==> config.mk <==
export PLATFORM = sky130hd
export DESIGN_NAME = e1ro_status_bank
export DESIGN_NICKNAME = d
export VERILOG_FILES = /design/src/hw/e1ro_pkg.sv /design/src/hw/e1ro_status_bank.sv /design/src/hw/e1ro_aux_detect.sv
export SDC_FILE = /design/constraint.sdc
export NUM_CORES = 1
export LEC_CHECK = 0
export BUFFER_PORTS_ARGS = -buffer_cell sky130_fd_sc_hd__buf_2
export CAP_MARGIN = 20
export CORE_AREA = 10 10 72 134
export DETAILED_ROUTE_END_ITERATION = 12
export DIE_AREA = 0 0 82 144
export PLACE_DENSITY = 0.66
export SETUP_SLACK_MARGIN = 0.2
export SYNTH_ARGS = -nofsm -noshare
export SYNTH_HDL_FRONTEND = slang
export SYNTH_SLANG_ARGS = --single-unit
==> constraint.sdc <==
create_clock -name ref_clk -period 1.8 [get_ports ref_clk]
set_input_delay 0.36 -clock ref_clk [delete_from_list [all_inputs] [get_ports ref_clk]]
set_output_delay 0.36 -clock ref_clk [all_outputs]
set_load 0.05 [all_outputs]
==> src/hw/e1ro_pkg.sv <==
package e1ro_pkg;

    // Register offsets on the status page
    localparam logic [4:0] ADDR_NON_ALIGN = 5'h13;
    localparam logic [4:0] ADDR_MF_ALIGN  = 5'h14;
    localparam logic [4:0] ADDR_SLIP_HIGH = 5'h15;
    localparam logic [4:0] ADDR_PHASE_LOW = 5'h16;
    localparam logic [4:0] ADDR_JA_STATUS = 5'h17;

    localparam logic [7:0] REG_RESET     = 8'h00;
    localparam logic [7:0] UNMAPPED_READ = 8'h00;

    // Expected frame alignment pattern in overhead bits 2..8
    localparam logic [6:0] FAS_PATTERN = 7'h1B;

    // Phase count
    localparam int         PHASE_W      = 12;
    localparam logic [11:0] PHASE_RESET = 12'h000;
    localparam logic [11:0] PHASE_ONE   = 12'h001;

    // Alternating pattern detector
    localparam logic [8:0] AUX_WINDOW_LAST = 9'h1FF;
    localparam logic [8:0] AUX_COUNT_ONE   = 9'h001;
    localparam logic [8:0] AUX_COUNT_ZERO  = 9'h000;
    localparam logic [3:0] AUX_ERR_MAX     = 4'h4;
    localparam logic [3:0] AUX_ERR_ONE     = 4'h1;
    localparam logic [3:0] AUX_ERR_ZERO    = 4'h0;

    // Dejitter FIFO geometry
    localparam int         JA_FILL_W   = 6;
    localparam logic [5:0] JA_DEPTH    = 6'h20;
    localparam logic [5:0] JA_HALF     = 6'h10;
    localparam logic [5:0] JA_FOUR     = 6'h04;
    localparam logic [5:0] JA_EMPTY    = 6'h00;

    typedef struct packed {
        logic       valid;
        logic       isFas;
        logic [7:0] data;
    } e1ro_ts0_s;

    typedef struct packed {
        logic       valid;
        logic       frameZero;
        logic [7:0] data;
    } e1ro_ts16_s;

    typedef struct packed {
        logic                 slow;
        logic                 fast;
        logic [JA_FILL_W-1:0] fill;
    } e1ro_ja_s;

    function automatic logic [7:0] e1ro_ja_flags(input e1ro_ja_s ja);
        logic [7:0] f;
        f    = 8'h00;
        f[7] = ja.slow;
        f[6] = ja.fast;
        f[5] = (ja.fill == JA_EMPTY);
        f[4] = (ja.fill >= JA_FOUR);
        f[3] = (ja.fill >= JA_HALF);
        f[2] = ((JA_DEPTH - ja.fill) <= JA_FOUR);
        f[1] = (ja.fill == JA_DEPTH);
        return f;
    endfunction

endpackage

==> src/hw/e1ro_status_bank.sv <==
// Functional notes
// - Bit 7 of non-alignment word holds first overhead bit of non-alignment frame.
// - Bit 6 holds second non-alignment bit, expected one.
// - Bit 5 holds remote alarm A bit, one means alarm.
// - Bits 4..0 hold national-use bits four to eight.
// - Bits 7..4 of multiframe word hold timeslot 16 bits one to four, frame zero.
// - Bit 3 holds timeslot 16 bit five, first spare bit.
// - Bit 2 holds timeslot 16 bit six, remote multiframe loss.
// - Bits 1..0 hold timeslot 16 bits seven and eight, spare bits.
// - Slip bit 7 inverts on every controlled receive slip.
// - Bit 6 records slip direction: one repeated frame, zero lost frame.
// - Bit 5 high after 512 alternating bits, tolerating sparse errors.
// - Bit 4 high when both latest alignment words were errored.
// - Eighth-bit phase count bits 11..8 shown in bits 3..0.
// - Phase count bits 7..0 shown in the low phase word.
// - Dejitter bit 7 high while clock period lengthened.
// - Dejitter bit 6 high while clock period shortened.
// - Dejitter bit 5 flags FIFO empty, bit 1 FIFO full.
// - Dejitter bit 4 flags at least four used locations.
// - Dejitter bit 3 flags FIFO at least half full.
// - Dejitter bit 2 flags at most four free locations.
module e1ro_status_bank
    import e1ro_pkg::*;
(
    input  wire logic       ref_clk,
    input  wire logic       rst_b,
    input  wire e1ro_ts0_s  ts0,
    input  wire e1ro_ts16_s ts16,
    input  wire logic       rxBit,
    input  wire logic       rxBitValid,
    input  wire logic       slipEvent,
    input  wire logic       slipRepeat,
    input  wire logic       eighthTick,
    input  wire logic       bpFramePulse,
    input  wire logic       receive_frame_pulse,
    input  wire e1ro_ja_s   ja,
    input  wire logic [4:0] regAddr,
    input  wire logic       regRd,
    output logic [7:0]      regRdData
);

    logic [7:0]         nonAlign;
    logic [7:0]         mfAlign;
    logic               slip_toggle;
    logic               slip_direction;
    logic [1:0]         fasErrHist;
    logic [PHASE_W-1:0] phaseRun;
    logic [PHASE_W-1:0] phase_eighth_bit_count;
    logic [7:0]         jaFlags;

    logic [7:0]         next_nonAlign;
    logic [7:0]         next_mfAlign;
    logic               next_slip_toggle;
    logic               next_slip_direction;
    logic [1:0]         next_fasErrHist;
    logic [PHASE_W-1:0] next_phaseRun;
    logic [PHASE_W-1:0] next_phase_eighth_bit_count;
    logic [7:0]         next_jaFlags;
    logic [7:0]         next_regRdData;

    logic               alternating_pattern_detect;
    logic               consecutive_fas_errors;
    logic [7:0]         slipWord;

    e1ro_aux_detect u_aux (
        .ref_clk    (ref_clk),
        .rst_b      (rst_b),
        .rxBit      (rxBit),
        .rxBitValid (rxBitValid),
        .detected   (alternating_pattern_detect)
    );

    // Overhead capture
    always_comb begin
        next_nonAlign   = nonAlign;
        next_mfAlign    = mfAlign;
        next_fasErrHist = fasErrHist;
        if (ts0.valid) begin
            if (ts0.isFas) begin
                next_fasErrHist = {fasErrHist[0], (ts0.data[6:0] != FAS_PATTERN)};
            end else begin
                next_nonAlign = ts0.data;
            end
        end
        if (ts16.valid && ts16.frameZero) begin
            next_mfAlign = ts16.data;
        end
    end

    assign consecutive_fas_errors = &fasErrHist;

    // Slip tracking
    always_comb begin
        next_slip_toggle    = slip_toggle;
        next_slip_direction = slip_direction;
        if (slipEvent) begin
            next_slip_toggle    = ~slip_toggle;
            next_slip_direction = slipRepeat;
        end
    end

    // Phase measurement, backplane pulse restarts the run
    always_comb begin
        next_phaseRun               = phaseRun;
        next_phase_eighth_bit_count = phase_eighth_bit_count;
        if (bpFramePulse) begin
            next_phaseRun = PHASE_RESET;
        end else if (eighthTick) begin
            next_phaseRun = phaseRun + PHASE_ONE;
        end
        if (receive_frame_pulse) begin
            next_phase_eighth_bit_count = phaseRun;
        end
    end

    always_comb begin
        next_jaFlags = e1ro_ja_flags(ja);
    end

    // high phase bits beside slip and pattern flags
    assign slipWord = {slip_toggle, slip_direction, alternating_pattern_detect,
                       consecutive_fas_errors, phase_eighth_bit_count[11:8]};

    always_comb begin
        next_regRdData = regRdData;
        if (regRd) begin
            if (regAddr == ADDR_NON_ALIGN) begin
                next_regRdData = nonAlign;
            end else if (regAddr == ADDR_MF_ALIGN) begin
                next_regRdData = mfAlign;
            end else if (regAddr == ADDR_SLIP_HIGH) begin
                next_regRdData = slipWord;
            end else if (regAddr == ADDR_PHASE_LOW) begin
                next_regRdData = phase_eighth_bit_count[7:0];
            end else if (regAddr == ADDR_JA_STATUS) begin
                next_regRdData = jaFlags;
            end else begin
                next_regRdData = UNMAPPED_READ;
            end
        end
    end

    // Overhead words and alignment error history
    always_ff @(posedge ref_clk or negedge rst_b) begin
        if (!rst_b) begin
            nonAlign   <= REG_RESET;
            mfAlign    <= REG_RESET;
            fasErrHist <= 2'h0;
        end else begin
            nonAlign   <= next_nonAlign;
            mfAlign    <= next_mfAlign;
            fasErrHist <= next_fasErrHist;
        end
    end

    // Slip state
    always_ff @(posedge ref_clk or negedge rst_b) begin
        if (!rst_b) begin
            slip_toggle    <= 1'h0;
            slip_direction <= 1'h0;
        end else begin
            slip_toggle    <= next_slip_toggle;
            slip_direction <= next_slip_direction;
        end
    end

    // Phase run and captured offset
    always_ff @(posedge ref_clk or negedge rst_b) begin
        if (!rst_b) begin
            phaseRun               <= PHASE_RESET;
            phase_eighth_bit_count <= PHASE_RESET;
        end else begin
            phaseRun               <= next_phaseRun;
            phase_eighth_bit_count <= next_phase_eighth_bit_count;
        end
    end

    // Dejitter flags, one stage behind the FIFO levels
    always_ff @(posedge ref_clk or negedge rst_b) begin
        if (!rst_b) begin
            jaFlags <= REG_RESET;
        end else begin
            jaFlags <= next_jaFlags;
        end
    end

    // Read data holds between reads
    always_ff @(posedge ref_clk or negedge rst_b) begin
        if (!rst_b) begin
            regRdData <= REG_RESET;
        end else begin
            regRdData <= next_regRdData;
        end
    end

endmodule

==> src/hw/e1ro_aux_detect.sv <==
module e1ro_aux_detect
    import e1ro_pkg::*;
(
    input  wire logic ref_clk,
    input  wire logic rst_b,
    input  wire logic rxBit,
    input  wire logic rxBitValid,
    output logic      detected
);

    logic [8:0] bitCount;
    logic [3:0] errCount;
    logic       expectBit;
    logic [8:0] next_bitCount;
    logic [3:0] next_errCount;
    logic       next_expectBit;
    logic       next_detected;
    logic       mismatch;

    // Windowed error budget keeps detection alive under sparse bit errors
    always_comb begin
        next_bitCount  = bitCount;
        next_errCount  = errCount;
        next_expectBit = expectBit;
        next_detected  = detected;
        mismatch       = (rxBit != expectBit);
        if (rxBitValid) begin
            next_bitCount = bitCount + AUX_COUNT_ONE;
            if (bitCount == AUX_COUNT_ZERO) begin
                // First bit of a window sets the phase
                next_expectBit = ~rxBit;
                next_errCount  = AUX_ERR_ZERO;
            end else begin
                next_expectBit = ~expectBit;
                if (mismatch && errCount != AUX_ERR_MAX + AUX_ERR_ONE) begin
                    next_errCount = errCount + AUX_ERR_ONE;
                end
                if (bitCount == AUX_WINDOW_LAST) begin
                    next_detected = ((mismatch ? errCount + AUX_ERR_ONE : errCount) <= AUX_ERR_MAX);
                end
            end
        end
    end

    always_ff @(posedge ref_clk or negedge rst_b) begin
        if (!rst_b) begin
            bitCount  <= AUX_COUNT_ZERO;
            errCount  <= AUX_ERR_ZERO;
            expectBit <= 1'b0;
            detected  <= 1'b0;
        end else begin
            bitCount  <= next_bitCount;
            errCount  <= next_errCount;
            expectBit <= next_expectBit;
            detected  <= next_detected;
        end
    end

endmodule

# After elaboration in Yosys (flattened, before gate mapping)
# Cells that the tools add are included.
# word_totals
reg_bits	74
latchBits	0
ram_bits	0
mem_bits_ro	0
in_bits	43
out_inout_bits	8
wordCells	58
memories	0
# op_classes
add_sub_neg	4
multipliers	0
div_mod_pow	0
n_lt_le_gt_ge	4
n_eq_ne	10
shift	0
n_mux	11
n_bitwise	5
n_reduce_logical	11
# op_table
cell	count
$mux W8	5
$eq A5 B5 Y1 const B	5
$mux W12	2
$add A12 B1 Y12 const B	1
$mux W4	3
$add A9 B1 Y9 const B	1
$eq A9 B9 Y1 const B	1
$logic_not A9 Y1	1
$reduce_and A2 Y1	4
$ne A7 B5 Y1 const B	1
$eq A6 B6 Y1 const B	1
$ge A6 B3 Y1 const B	1
$ge A6 B5 Y1 const B	1
$le A6 B3 Y1 const B	1
$logic_not A6 Y1	1
$sub A6 B6 Y6 const A	1
$not A1 Y1	5
$add A4 B1 Y4 const B	1
$le A4 B3 Y1 const B	1
$ne A4 B3 Y1 const B	1
$reduce_bool A2 Y1	2
$reduce_and A3 Y1	1
$logic_and A1 B1 Y1	2
$mux W1	1
$ne A1 B1 Y1	1

# Longest topological paths before layout
# logic_depth
ltp_word	6
depth_mapped	6
mapped_depth_nobuf	6

# Hierarchy
# A second synthesis with hierarchy kept.
# hier_totals
cells_unflattened	292
hier_area_um2	3450.8
# by_module_without_submodules
module	instances	cells_each	area_per_inst_um2	seq_area_each_um2
e1ro_status_bank	1	213	2648.8	1476.4
e1ro_aux_detect	1	79	802.0	375.4

# Worst setup path before layout
# Ideal clock, no wire load.
# synth_timing
path_type	reg2reg
startpoint	reg u_aux.bitCount[0]
endpoint	reg u_aux.detected
setup_time_ns	0.082
t_arrival_ns	1.378
required_ns	1.718
slack_ns	0.340
stages_incl_launch_ff	7
n_path_buf	0
period_less_slack_ns	1.460
cell_sequence	dfrtp_1 inv_1 ha_1 nor4b_1 nand2_1 and3_1 a31oi_1
# synth_via
elab_chain_len	3
elab_cells_between_ends	4
cone_classes	1 x eq/ne; 1 x bitwise; 2 x reduce/logical
# synth_rtl
item	line	text
from (decl)	e1ro_aux_detect.sv:11	logic [8:0] bitCount;
from (signal assigned)	e1ro_aux_detect.sv:52	bitCount <= next_bitCount;
$logic_not A9 Y1	e1ro_aux_detect.sv:29	if (bitCount == AUX_COUNT_ZERO) begin
$not A1 Y1 (no source line)	-	
$reduce_and A3 Y1 (no source line) (*)	-	
to (signal assigned)	e1ro_aux_detect.sv:55	detected <= next_detected;
to (decl)	e1ro_aux_detect.sv:8	output logic detected
# Mark *: on every way between the ends. The rest lies on a longest branch, timed or not.
# A chain may end at the register's enable or synchronous reset.

# Worst setup path in the final report
# layout_timing
startpoint	reg u_aux.bitCount[1]
endpoint	reg u_aux.errCount[0]
# layout_via
elab_chain_len	3
elab_cells_between_ends	4
cone_classes	1 x mux; 3 x reduce/logical
# layout_rtl
item	line	text
$logic_not A9 Y1 (*)	e1ro_aux_detect.sv:29	
$reduce_bool A2 Y1 (no source line)	-	
$reduce_and A2 Y1 (no source line)	-	
to (signal assigned)	e1ro_aux_detect.sv:53	errCount <= next_errCount;
to (decl)	e1ro_aux_detect.sv:12	logic [3:0] errCount;
# Marks and branches as above.

==> report_table.html <==
<table>
<tr><th>Metric</th><th>Value</th></tr>
<tr><th colspan="2">Synthesis</th></tr>
<tr><td>Fraction of the mapped netlist area in adder cells</td><td>0.0254</td></tr>
<tr><td>Cell variety after synth</td><td>45</td></tr>
<tr><td>Syn_area_per_cell</td><td>11.9 um^2</td></tr>
<tr><td>Net count after synthesis</td><td>336</td></tr>
<tr><td>Post-synthesis mux area share</td><td>0.144</td></tr>
<tr><td>Biggest area contributors in the synthesized netlist</td><td>dfrtp_1, mux2_2, xnor2_1</td></tr>
<tr><td>Cell count after synthesis</td><td>287</td></tr>
<tr><td>Complex-gate fraction of the synthesized area</td><td>0.0813</td></tr>
<tr><td>Simple logic cell fraction of the synthesized area</td><td>0.128</td></tr>
<tr><td>Number of enable flip-flop cells after synthesis</td><td>0</td></tr>
<tr><td>Xor and xnor area share after synthesis</td><td>0.0541</td></tr>
<tr><td>Async SR Flop Fraction</td><td>1.00</td></tr>
<tr><td>Most area-hungry cell type in the Yosys netlist</td><td>dfrtp_1</td></tr>
<tr><td>Share of synthesized area occupied by flip-flops and latches</td><td>0.544</td></tr>
<tr><td>Yosys warnings</td><td>0</td></tr>
<tr><td>Area fraction of the dominant cell type after synthesis</td><td>0.544</td></tr>
<tr><td>Dominant combinational cell family by area after synthesis</td><td>multiplexers</td></tr>
<tr><td>Flop and latch count out of synthesis</td><td>74</td></tr>
<tr><td>Post-synth top flop</td><td>dfrtp_1</td></tr>
<tr><td>Total standard cell area after synthesis</td><td>3400 um^2</td></tr>
<tr><th colspan="2">Global routing</th></tr>
<tr><td>Met2 track demand over resource in global routing</td><td>0.240</td></tr>
<tr><td>M3 GR Usage</td><td>0.0354</td></tr>
<tr><td>Overall overflow remaining after global route</td><td>0</td></tr>
<tr><td>Total routing resource utilization after global routing</td><td>0.140</td></tr>
<tr><td>Maximum number of pins on one net before global-route repair</td><td>63</td></tr>
<tr><td>Number of global-route vias before repair</td><td>2589</td></tr>
<tr><td>Most congested layer reported by global routing</td><td>met2</td></tr>
<tr><td>Global-route wire length before repair</td><td>12600 um</td></tr>
<tr><td>Global routing usage on met1</td><td>0.148</td></tr>
<tr><td>Number of antenna violations at the first check in global routing</td><td>0</td></tr>
<tr><th colspan="2">Worst hold path</th></tr>
<tr><td>Hold/Removal Path Class</td><td>in -&gt; reg</td></tr>
<tr><th colspan="2">STA</th></tr>
<tr><td>Clock period minus final worst setup slack</td><td>1.49 ns</td></tr>
<tr><td>Number of hold violations in the final report</td><td>0</td></tr>
<tr><td>Achievable clock frequency</td><td>0.669 GHz</td></tr>
<tr><td>Skew final</td><td>0.00553 ns</td></tr>
<tr><td>Headroom to the max-slew limit</td><td>0.683</td></tr>
<tr><td>Setup repair after global routing missed its margin</td><td>false</td></tr>
<tr><td>Final number of setup-violating endpoints</td><td>0</td></tr>
<tr><td>Post-route fraction of the period consumed by the critical path</td><td>0.830</td></tr>
<tr><td>TNS Setup</td><td>0 ns</td></tr>
<tr><td>Worst Tran Pin Value</td><td>0.471 ns</td></tr>
<tr><td>Slew Limit Fails</td><td>0</td></tr>
<tr><th colspan="2">Drt</th></tr>
<tr><td>Remaining antenna violation count</td><td>0</td></tr>
<tr><td>Vias per std cell</td><td>5.42</td></tr>
<tr><td>Routed wire length</td><td>7520 um</td></tr>
<tr><td>Via Count</td><td>2406</td></tr>
<tr><td>Routed wire length per instance</td><td>16.9 um</td></tr>
<tr><td>Drt first pass iters</td><td>4</td></tr>
<tr><td>Number of design-rule violations left by the first detailed-router iteration</td><td>149</td></tr>
<tr><td>Total DRC errors in the routed layout</td><td>0</td></tr>
<tr><th colspan="2">Power</th></tr>
<tr><td>Static Leak</td><td>1.85 nW</td></tr>
<tr><td>Combinational cell fraction of total power</td><td>0.195</td></tr>
<tr><td>Clk network pwr share</td><td>0.348</td></tr>
<tr><td>Largest voltage drop on the vdd net</td><td>545 uV</td></tr>
<tr><td>P_sw</td><td>0.00133 W</td></tr>
<tr><td>Sequential share of power</td><td>0.457</td></tr>
<tr><td>Internal cell power</td><td>0.00329 W</td></tr>
<tr><td>Switching power as a share of total power</td><td>0.287</td></tr>
<tr><td>Total power per unit cell area</td><td>1130 nW/um^2</td></tr>
<tr><th colspan="2">Floorplan</th></tr>
<tr><td>Die Span Y</td><td>144 um</td></tr>
<tr><td>Number of placement rows</td><td>45</td></tr>
<tr><td>Total Die Area</td><td>11800 um^2</td></tr>
<tr><td>Initial cell density of the core</td><td>0.451</td></tr>
<tr><td>Boundary pin count</td><td>51</td></tr>
<tr><td>Die width</td><td>82 um</td></tr>
<tr><td>Core Footprint</td><td>7540 um^2</td></tr>
<tr><th colspan="2">Placement</th></tr>
<tr><td>Final HPWL from detailed placement</td><td>5730 um</td></tr>
<tr><td>Global placer's final weighted congestion</td><td>0.785</td></tr>
<tr><td>Cell area after placement</td><td>3770 um^2</td></tr>
<tr><td>Quantity of I/O buffers inserted on ports</td><td>50</td></tr>
<tr><th colspan="2">Critical path</th></tr>
<tr><td>R2R Path End</td><td>u_aux.errCount[0]</td></tr>
<tr><td>Worst setup EP type</td><td>flop</td></tr>
<tr><td>Capturing element of the worst setup path</td><td>u_aux.errCount[0]</td></tr>
<tr><td>Crit path DAT</td><td>1.70 ns</td></tr>
<tr><td>Kind of start point of the critical path</td><td>flop</td></tr>
<tr><td>Register-to-register setup slack</td><td>0.31 ns</td></tr>
<tr><td>Launching element of the worst setup path</td><td>u_aux.bitCount[1]</td></tr>
<tr><td>Reg2reg start</td><td>u_aux.bitCount[1]</td></tr>
<tr><td>CP Class</td><td>reg -&gt; reg</td></tr>
<tr><td>CP required</td><td>2.01 ns</td></tr>
<tr><td>Length in cells of the worst reg-to-reg path</td><td>6</td></tr>
<tr><td>Max Fanout on Critical Path</td><td>7</td></tr>
<tr><th colspan="2">Finish</th></tr>
<tr><td>Final standard cell area without fillers</td><td>4090 um^2</td></tr>
<tr><td>Most common library cell in the layout ignoring fill and taps</td><td>dfrtp_1</td></tr>
<tr><td>Ratio of cells with drive above 1 in the final layout</td><td>0.320</td></tr>
<tr><td>Number of antenna repair diodes</td><td>0</td></tr>
<tr><td>Synthesis-to-layout area growth</td><td>20.3%</td></tr>
<tr><td>Number of filler cells placed in the layout</td><td>688</td></tr>
<tr><td>Top library cells by usage in the layout, fill and taps aside</td><td>dfrtp_1, buf_2, mux2_2, nor2_1, nand2_1</td></tr>
<tr><td>Final #Nets</td><td>394</td></tr>
<tr><th colspan="2">Clock network</th></tr>
<tr><td>Sink count of the clock tree</td><td>74</td></tr>
<tr><td>Clock-pin transition on the worst setup and hold timing paths</td><td>0.06 ns</td></tr>
<tr><td>Later-pin clock latency in the skew report</td><td>0.34 ns</td></tr>
<tr><td>CTS Root Buffer Type</td><td>clkbuf_16</td></tr>
<tr><td>Max H-tree Level</td><td>3</td></tr>
<tr><td>Clock buffer depth</td><td>2</td></tr>
<tr><td>Inserted Clock Buffers</td><td>9</td></tr>
<tr><td>TritonCTS clock tree</td><td>built</td></tr>
<tr><th colspan="2">Status</th></tr>
<tr><td>Outcome</td><td>complete, no violations</td></tr>
<tr><th colspan="2">Flow run</th></tr>
<tr><td>Number of max-cap violations</td><td>0</td></tr>
</table>
-- power groups by stage --
stage | sequential, W | combinational [W] | clock, W
global route | 0.00214 | 0.000997 | 0.00171
global placement | 0.00210 | 0.000824 | 0
floorplan | 0.00211 | 0.000544 | 0
detailed placement | 0.00211 | 0.000847 | 0
CTS | 0.00209 | 0.000864 | 0.00165
finish | 0.00211 | 0.000900 | 0.00161
-- worst max-delay path, stage by stage (launching register included) --
cell and delay (ns):
dfrtp_1 0.40, inv_1 0.10, ha_1 0.16, nor4b_4 0.24, nand2_2 0.15, a21oi_1 0.21
mux2i_1 0.12
-- state kept, by name (all words and copies together) (netlist names), 2 cells and up --
signal,cells
nonAlign,8
regRdData,8
fasErrHist,2
phase_eighth_bit_count,12
u_aux.errCount,4
mfAlign,8
u_aux.bitCount,9
jaFlags,7
phaseRun,12
-- layer usage --
layer	vias up	share of wire
met5	-	0
li1	1150	-
met3	13	0.053
met2	54	0.54
met4	0	0.027
met1	1189	0.38
-- synthesized netlist by cell type (2+ instances only) --
library cell,count
o2bb2ai_1,3
dfrtp_1,74
ha_1,6
nor2b_1,3
nor2_1,21
nand2b_1,5
mux2i_1,5
nor4_1,3
or3_1,3
and3_1,3
xor2_1,8
xnor2_1,13
a31oi_1,3
o21ai_0,9
inv_1,11
nand2_1,15
nand4_1,7
a22oi_1,7
a21oi_1,9
nor3_1,6
nand3_1,5
buf_2,3
buf_1,2
mux4_2,4
clkbuf_1,4
o22ai_1,5
mux2_2,31
nand3b_1,2
-- per-stage QoR --
step	util	worst slack [ns]	total power, W	hold WS (ns)	cells
final	0.543	0.305	0.00462	0.133	444
after CTS	0.538	0.215	0.00460	0.123	443
after floorplan	-	0.340	0.00266	0.0644	287
after global placement	0.500	0.225	0.00292	0.275	426
after global routing	0.543	0.201	0.00485	0.130	444
after detailed placement	0.500	0.122	0.00296	0.273	426
-- what timing repair did --
item	4_1_cts	5_1_grt
resized for setup	1	7
pin swaps	0	1
hold endpoints to repair	12	0
hold buffers	1	0
endpoints found under the setup margin	6	6
setup buffers	0	1
-- cells by family after synthesis --
family | Yosys count
xor+xnor | 21
simple gates | 83
buf+inv | 20
mux | 40
flops | 74
compound gates | 42
fa+ha+maj | 7
-- how the worst min path moves through the flow --
stage | startpoint | endpoint | depth (start not counted)
after global routing | ja[6] | jaFlags[6] | 1
after global placement | rst_b | u_aux.errCount[1] | 1
after CTS | ja[6] | jaFlags[6] | 1
after floorplan | rst_b | fasErrHist[0] | 0
after detailed placement | rst_b | u_aux.errCount[1] | 1
final | ja[6] | jaFlags[6] | 1
-- final cells by class --
| cell class | count | area (um^2) | area share |
|---|---|---|---|
| flip-flops and latches | 74 | 1850 | 0.453 |
| clock buffers | 13 | 250 | 0.0611 |
| multi-input cells | 193 | 1510 | 0.368 |
| clock inverters | 3 | 15.0 | 0.00367 |
| inverters | 11 | 41.3 | 0.0101 |
| well taps | 94 | 118 | 0.0287 |
| repair buffers | 56 | 310 | 0.0758 |
No activity file was read; power rests on OpenSTA's default activity.
